<file path="config.mk">
export PLATFORM = sky130hd
export DESIGN_NAME = dscr_top
export DESIGN_NICKNAME = d
export VERILOG_FILES = /design/src/shared/dscr_pkg.sv /design/src/shared/dscr_wr_if.sv /design/src/design/dscr_top.sv /design/src/design/dscr_store.sv
export SDC_FILE = /design/constraint.sdc
export NUM_CORES = 1
export LEC_CHECK = 0
export ABC_AREA = 0
export ABC_CLOCK_PERIOD_IN_PS = 1500
export BUFFER_PORTS_ARGS = -buffer_cell sky130_fd_sc_hd__buf_2
export CORE_MARGIN = 2
export CORE_UTILIZATION = 40
export CTS_CLUSTER_DIAMETER = 100
export DETAILED_ROUTE_END_ITERATION = 8
export GPL_ROUTABILITY_DRIVEN = 0
export GPL_TIMING_DRIVEN = 0
export PLACE_DENSITY = 0.77
export SYNTH_ARGS = -nofsm -noshare
export SYNTH_HDL_FRONTEND = slang
export SYNTH_SLANG_ARGS = --single-unit
</file>
<file path="constraint.sdc">
create_clock -name aclk -period 1.5 [get_ports aclk]
set_input_delay 0.15 -clock aclk [delete_from_list [all_inputs] [get_ports aclk]]
set_output_delay 0.15 -clock aclk [all_outputs]
set_load 0.02 [all_outputs]
</file>
<file path="src/shared/dscr_pkg.sv">
// Package with register map, field positions and reset values of the switch control block.
// ==========================================================================================
package dscr_pkg;
   localparam logic [7:0]  SWITCH_CONTROL_STATUS_OFFSET = 8'h20;
   localparam logic [7:0]  SWITCH_CONTROL_STATUS_RESET  = 8'h00;
   localparam int          CHANNEL_A_CLOSE_POS          = 0;
   localparam int          CHANNEL_B_CLOSE_POS          = 1;
   localparam int          FAULT_LSB                    = 6;
   localparam logic [1:0]  FAULT_NONE                   = 2'h0;
   localparam logic [1:0]  RESP_OKAY                    = 2'h0;
   localparam logic [1:0]  RESP_SLVERR                  = 2'h2;
   localparam logic [31:0] DATA_ZERO                    = 32'h0000_0000;
endpackage : dscr_pkg

</file>
<file path="src/shared/dscr_wr_if.sv">
// Interface carrying an accepted register write from the bus slave to the register store.
`timescale 1ns/1ps
`default_nettype none
interface dscr_wr_if;
   logic       wr_en;
   logic [7:0] wr_data;
   logic [3:0] wr_strb;
   logic [7:0] reg_value;
   modport source (output wr_en, output wr_data, output wr_strb, input reg_value);
   modport sink   (input wr_en, input wr_data, input wr_strb, output reg_value);
endinterface : dscr_wr_if
`default_nettype wire

</file>
<file path="src/design/dscr_top.sv">
// AXI4-Lite slave holding the switch control and status register.
//
// Register access over AXI4-Lite is this design's own decision.
`timescale 1ns/1ps
`default_nettype none
module dscr_top (
   input  wire logic        aclk,
   input  wire logic        aresetn,
   input  wire logic        clk_en,
   input  wire logic [1:0]  fault_in,
   input  wire logic [7:0]  s_axi_awaddr,
   input  wire logic        s_axi_awvalid,
   output logic             s_axi_awready,
   input  wire logic [31:0] s_axi_wdata,
   input  wire logic [3:0]  s_axi_wstrb,
   input  wire logic        s_axi_wvalid,
   output logic             s_axi_wready,
   output logic [1:0]       s_axi_bresp,
   output logic             s_axi_bvalid,
   input  wire logic        s_axi_bready,
   input  wire logic [7:0]  s_axi_araddr,
   input  wire logic        s_axi_arvalid,
   output logic             s_axi_arready,
   output logic [31:0]      s_axi_rdata,
   output logic [1:0]       s_axi_rresp,
   output logic             s_axi_rvalid,
   input  wire logic        s_axi_rready,
   output logic             channel_a_close,
   output logic             channel_b_close
);
   // ======================================================================
   // Write channel.
   logic       aw_held_reg;
   logic [7:0] aw_addr_reg;
   logic       w_held_reg;
   logic [31:0] w_data_reg;
   logic [3:0] w_strb_reg;
   logic       bvalid_reg;
   logic [1:0] bresp_reg;
   logic       do_write;
   logic       addr_hit_w;
   logic [1:0] fault_sync1_reg;
   logic [1:0] fault_sync2_reg;

   dscr_wr_if wr ();

   function automatic logic addr_match(input logic [7:0] addr);
      addr_match = (addr[7:2] == dscr_pkg::SWITCH_CONTROL_STATUS_OFFSET[7:2]);
   endfunction : addr_match

   assign s_axi_awready = clk_en && !aw_held_reg && !bvalid_reg;
   assign s_axi_wready  = clk_en && !w_held_reg && !bvalid_reg;
   assign do_write      = clk_en && aw_held_reg && w_held_reg && !bvalid_reg;
   assign addr_hit_w    = addr_match(aw_addr_reg);

   always_ff @(posedge aclk) begin
      if (!aresetn) begin
         aw_held_reg <= 1'b0;
         aw_addr_reg <= 8'h00;
      end else if (s_axi_awvalid && s_axi_awready) begin
         aw_held_reg <= 1'b1;
         aw_addr_reg <= s_axi_awaddr;
      end else if (do_write) begin
         aw_held_reg <= 1'b0;
      end
   end

   always_ff @(posedge aclk) begin
      if (!aresetn) begin
         w_held_reg <= 1'b0;
         w_data_reg <= dscr_pkg::DATA_ZERO;
         w_strb_reg <= 4'h0;
      end else if (s_axi_wvalid && s_axi_wready) begin
         w_held_reg <= 1'b1;
         w_data_reg <= s_axi_wdata;
         w_strb_reg <= s_axi_wstrb;
      end else if (do_write) begin
         w_held_reg <= 1'b0;
      end
   end

   always_ff @(posedge aclk) begin
      if (!aresetn) begin
         bvalid_reg <= 1'b0;
         bresp_reg  <= dscr_pkg::RESP_OKAY;
      end else if (do_write) begin
         bvalid_reg <= 1'b1;
         bresp_reg  <= addr_hit_w ? dscr_pkg::RESP_OKAY : dscr_pkg::RESP_SLVERR;
      end else if (clk_en && bvalid_reg && s_axi_bready) begin
         bvalid_reg <= 1'b0;
      end
   end

   assign wr.wr_en   = do_write && addr_hit_w;
   assign wr.wr_data = w_data_reg[7:0];
   assign wr.wr_strb = w_strb_reg;
   assign s_axi_bvalid = bvalid_reg;
   assign s_axi_bresp  = bresp_reg;

   // ======================================================================
   // Fault input synchroniser.
   always_ff @(posedge aclk) begin
      if (!aresetn) begin
         fault_sync1_reg <= dscr_pkg::FAULT_NONE;
         fault_sync2_reg <= dscr_pkg::FAULT_NONE;
      end else if (clk_en) begin
         fault_sync1_reg <= fault_in;
         fault_sync2_reg <= fault_sync1_reg;
      end
   end

   dscr_store u_store (
      .aclk            (aclk),
      .aresetn         (aresetn),
      .clk_en          (clk_en),
      .fault_in        (fault_sync2_reg),
      .wr              (wr),
      .channel_a_close (channel_a_close),
      .channel_b_close (channel_b_close)
   );

   // ======================================================================
   // Read channel.
   logic        rvalid_reg;
   logic [31:0] rdata_reg;
   logic [1:0]  rresp_reg;

   assign s_axi_arready = clk_en && !rvalid_reg;

   always_ff @(posedge aclk) begin
      if (!aresetn) begin
         rvalid_reg <= 1'b0;
         rdata_reg  <= dscr_pkg::DATA_ZERO;
         rresp_reg  <= dscr_pkg::RESP_OKAY;
      end else if (s_axi_arvalid && s_axi_arready) begin
         rvalid_reg <= 1'b1;
         if (addr_match(s_axi_araddr)) begin
            rdata_reg <= {24'h00_0000, wr.reg_value};
            rresp_reg <= dscr_pkg::RESP_OKAY;
         end else begin
            rdata_reg <= dscr_pkg::DATA_ZERO;
            rresp_reg <= dscr_pkg::RESP_SLVERR;
         end
      end else if (clk_en && rvalid_reg && s_axi_rready) begin
         rvalid_reg <= 1'b0;
      end
   end

   assign s_axi_rvalid = rvalid_reg;
   assign s_axi_rdata  = rdata_reg;
   assign s_axi_rresp  = rresp_reg;
endmodule : dscr_top
`default_nettype wire

</file>
<file path="src/design/dscr_store.sv">
// Register store for the switch control and status register.
`timescale 1ns/1ps
`default_nettype none
module dscr_store (
   input  wire logic  aclk,
   input  wire logic  aresetn,
   input  wire logic  clk_en,
   input  wire logic  [1:0] fault_in,
   dscr_wr_if.sink    wr,
   output logic       channel_a_close,
   output logic       channel_b_close
);
   logic [1:0] enable_reg;
   logic [1:0] fault_reg;

   always_ff @(posedge aclk) begin
      if (!aresetn) begin
         enable_reg <= dscr_pkg::SWITCH_CONTROL_STATUS_RESET[1:0];
      end else if (clk_en && wr.wr_en && wr.wr_strb[0]) begin
         enable_reg <= wr.wr_data[1:0];
      end
   end

   always_ff @(posedge aclk) begin
      if (!aresetn) begin
         fault_reg <= dscr_pkg::FAULT_NONE;
      end else if (clk_en) begin
         fault_reg <= fault_in;
      end
   end

   assign wr.reg_value = {fault_reg, 4'h0, enable_reg};
   assign channel_a_close = enable_reg[dscr_pkg::CHANNEL_A_CLOSE_POS];
   assign channel_b_close = enable_reg[dscr_pkg::CHANNEL_B_CLOSE_POS];
endmodule : dscr_store
`default_nettype wire

</file>
-- Word-level counts from Yosys, hierarchy flattened
Cells that the tools add are included.
- add/sub/neg operators: 0
- $mul: 0
- div/mod/pow operators: 0
- $lt $le $gt $ge: 0
- equality and inequality tests: 2
- shifts and indexed selects: 0
- multiplexer cells: 10
- bitwise gates (word level): 0
- reductions and logical operators: 26
- operator list (kind ; number):
    1-bit logical AND ; 18
    6-bit by 4-bit == test with 1-bit output (second input constant) ; 2
    8-bit two-way mux ; 1
    2-bit nonzero test ; 4
    1-bit two-way mux ; 7
    1-bit zero test ; 4
    2-bit two-way mux ; 2
- register bits after elaboration: 59
- bits in latches: 0
- bits in writable memories: 0
- memory bits (read-only): 0
- input bits: 62
- word-level logic and storage cells: 52
- memories: 0

-- Depth between registers and ports, before layout
- word-level depth: 6
- gate-level depth with buffers: 5
- gate-level depth less buffers: 3

-- By module
From an unflattened synthesis, not the netlist that was laid out.
- cells, all modules: 212
- area, all modules: 1885.6 um^2
- by module, submodules not included (module ; instances ; cells an instance ; area an instance (um^2)):
    dscr_top ; 1 ; 190 ; 1679.1
    dscr_store ; 1 ; 22 ; 206.4

-- Least setup slack after synthesis
OpenSTA, ideal clock, no wires.
- path type: flip-flop to flip-flop
- start: register aw_addr_reg[7]
- end: register u_store.enable_reg[0]
- arrival: 1288 ps
- path slack: 140 ps
- stages on the path, launching flop included: 4
- clock period less this slack: 1360 ps
- cell sequence: dfxtp_1 -> or4b_4 -> nor4_4 -> mux2i_1
- longest elaborated chain between the ends: 4
- RTL lines (what ; line ; text):
    from (decl) ; dscr_top.sv:34 ; logic [7:0] aw_addr_reg;
    from (signal assigned) ; dscr_top.sv:62 ; aw_addr_reg <= s_axi_awaddr;
    6-bit by 4-bit == test with 1-bit output ; dscr_top.sv:48 ; addr_match = (addr[7:2] == dscr_pkg::SWITCH_CONTROL_STATUS_OFFSET[7:2]);
    1-bit logical AND ; dscr_top.sv:94 ; assign wr.wr_en = do_write && addr_hit_w;
    1-bit logical AND (2 in series) ; dscr_store.sv:19 ; end else if (clk_en && wr.wr_en && wr.wr_strb[0]) begin
    to (signal assigned) ; dscr_store.sv:18 ; enable_reg <= dscr_pkg::SWITCH_CONTROL_STATUS_RESET[1:0];
    to (signal assigned) ; dscr_store.sv:20 ; enable_reg <= wr.wr_data[1:0];
    to (decl) ; dscr_store.sv:13 ; logic [1:0] enable_reg;
Every way passes these cells.
A chain may end at the register's enable or synchronous reset.

-- Worst setup path after layout
Ends and elaborated chain as after synthesis.

==> impl_metrics.json <==
{
  "fp.dieArea_um2": 3980,
  "critPathMaxFanout": 2,
  "peak_supply_drop_uv": 450,
  "post_cts_buffers": 0,
  "synth-edff-count": 0,
  "synth_seq_cells": 27,
  "hold_class": "in2reg",
  "power.leakage_nw": 0.875,
  "worst_ep_arrival_time_ns": 1.62,
  "synth-warning-count": 0,
  "cp.buffers_inverters": 0,
  "fin_clk_skew_ns": 0.00182,
  "run_status": "completed",
  "detailed_place.area_um2": 1740,
  "crit_start": "aw_addr_reg[7]",
  "detail-route-antenna-nets": 0,
  "worstSkewPairLatency_ns": 0.31,
  "yosysSeqAreaShare_pct": 38.7,
  "layout.cells.non_filler": 257,
  "synth_area_leader_cell": "dfxtp_1",
  "drt-vias-per-instance": 3.95,
  "floorplan.rows": 21,
  "clockBufferDepth": 2,
  "hpwlAfterDp_um": 1940,
  "yosys-top-cells-area": "dfxtp_1, buf_4, mux2i_1",
  "grt_setup_unrepaired": "false",
  "timing_worst_setup_path_type": "reg2reg",
  "grt_antenna_before_repair": 0,
  "global_route_wire_length_before_repair_um": 4150,
  "synth.distinct_cells": 27,
  "min_path_cells": 3,
  "kind_of_cell_adding_the_most_delay_to_the_critical_path": "simple AND/OR/NAND/NOR gates",
  "synth.avg_cell_area_um2": 9.76,
  "drt_pre_antenna_iters": 4,
  "largest_register_ffs": 6,
  "cp_cell_sequence": "or4b_4 > nor4_4 > mux2i_1",
  "dp_worst_setup_slack_ns": 0.0818,
  "slew_violations": 0,
  "critical_path_cell_count": 3,
  "core_um2": 3340,
  "min_from": "s_axi_awaddr[3]",
  "post-route-drc-count": 0,
  "final_period_minus_worst_setup_slack_ns": 1.36,
  "globalRouteOverflowTotal": 0,
  "cts_htree_levels": 1,
  "buffer_ports.inserted": 35,
  "tightestPinTransition_ns": 0.498,
  "drive_gt1_share_pct": 37.9,
  "ys_dominant_reg_cell": "dfxtp_1",
  "layout_common_cells": "buf_2, buf_4, conb_1",
  "finalHoldViolations": 0,
  "cts.reportedPaths.clkPinSlew_ns": 0.13,
  "initial_core_util_pct": 41.8,
  "worst_ep_required_time_ns": 1.76,
  "cts-buffers-inserted": 3,
  "r2r.worst_path.cells": 3,
  "ios": 105,
  "grt_use_total_pct": 12.9,
  "endpoint_kind": "flip-flop",
  "cts_tree": "done",
  "die_width_um": 63.1,
  "tritoncts_num_sinks": 27,
  "total_power_mw": 1.36,
  "diodes": 0,
  "vias": 1015,
  "first_global_vias": 937,
  "dp_cell_count": 253,
  "drt_wl_total_um": 2420,
  "synthDominantCellAreaShare_pct": 38.7,
  "cts.root.buffer_cell": "clkbuf_4",
  "final_design_area_no_fill_um2": 1760,
  "wire_per_inst_um": 9.43,
  "synth-async-reset-ratio_pct": 0,
  "holdBufCountCts": 0,
  "grt_max_degree": 16,
  "max_stage_delay_ns": 0.56,
  "syn-cell-area_um2": 1400,
  "power_density_nw_per_um2": 771,
  "timing.rr.start": "aw_addr_reg[7]",
  "slew_headroom_pct": 66.7,
  "fin_crit_sh_pct": 90.4,
  "area.growth.synth_to_final_pct": 26.5,
  "drt_iter0_drc": 23,
  "maxClockFrequency_mhz": 737,
  "synth_cells": 143,
  "post_cts_resize_count": 0,
  "commonest_non_fill_non_tap_cell_in_the_layout": "buf_2",
  "startpoint_type": "flip-flop",
  "final_critical_path_setup_slack_ns": 0.144,
  "fp.dieH_um": 63.1,
  "utilization_pct": 52.9,
  "setup-violations-final": 0,
  "cap_viol_max_count": 0,
  "fin_worst_hold_slack_ns": 0.0823,
  "final_net_count": 274,
  "crit_slowest_cell": "or4b_4",
  "setup-tns-final_ns": 0
}
-- report_power, final --
group          internal [mW]  switching [mW]  total, mW
clock                 0.0998           0.200      0.300
combinational          0.138           0.160      0.297
sequential             0.744          0.0185      0.762
total                  0.981           0.378       1.36
-- kinds of logic (layout without fill, tap and decap cells) --
kind of cell           Yosys count  count (layout)  share of synthesized area [%]
other                            1              30                          0.269
multiplexers                    17              17                           12.2
flip-flops                      27              27                           38.7
AND/OR/NAND/NOR                 51              51                           24.7
AO/OA/AOI/OAI                   10              10                           5.29
buffers and inverters           37              76                           18.8
-- layer usage --
layer,global-route usage (%),up-vias,wire length [µm]
li1,-,556,-
met1,16.1,427,1110
met2,21.4,30,1120
met3,2.32,2,177
met4,6.11,0,17
met5,0,-,0
-- final timing paths --
path / endpoint / slack (ns)
setup / recovery: u_store.enable_reg[0] / 0.14
hold / removal: aw_addr_reg[3] / 0.08
setup reg to reg: u_store.enable_reg[0] / 0.14
hold reg to reg: u_store.enable_reg[0] / 0.46
-- worst reg2reg max path, delay by kind of cell (launching register included) --
family | cells | cell delay [ns]
and+or+nand+nor | 2 | 0.76
muxes | 1 | 0.20
DFF | 1 | 0.34
-- cell usage after synthesis, types with 2 or more instances --
master / instances
buf_4: 30
nor2_1: 3
nand4_1: 4
nand3b_1: 2
nand2_1: 12
nand2b_1: 2
a21oi_1: 3
dfxtp_1: 27
buf_2: 3
a21boi_0: 5
nor2b_1: 19
mux2i_1: 17
clkbuf_1: 2
-- layout make-up --
class                           count  area [µm²]
Sequential cell                    27         541
Fill cell                         316        1570
Clock buffer                        3        22.5
Buffer                             37         263
Tap cell                           46        57.6
Multi-Input combinational cell    108         701
Timing Repair Buffer               35         175
Clock inverter                      1        5.00
Power figures use the tool's default switching activity.
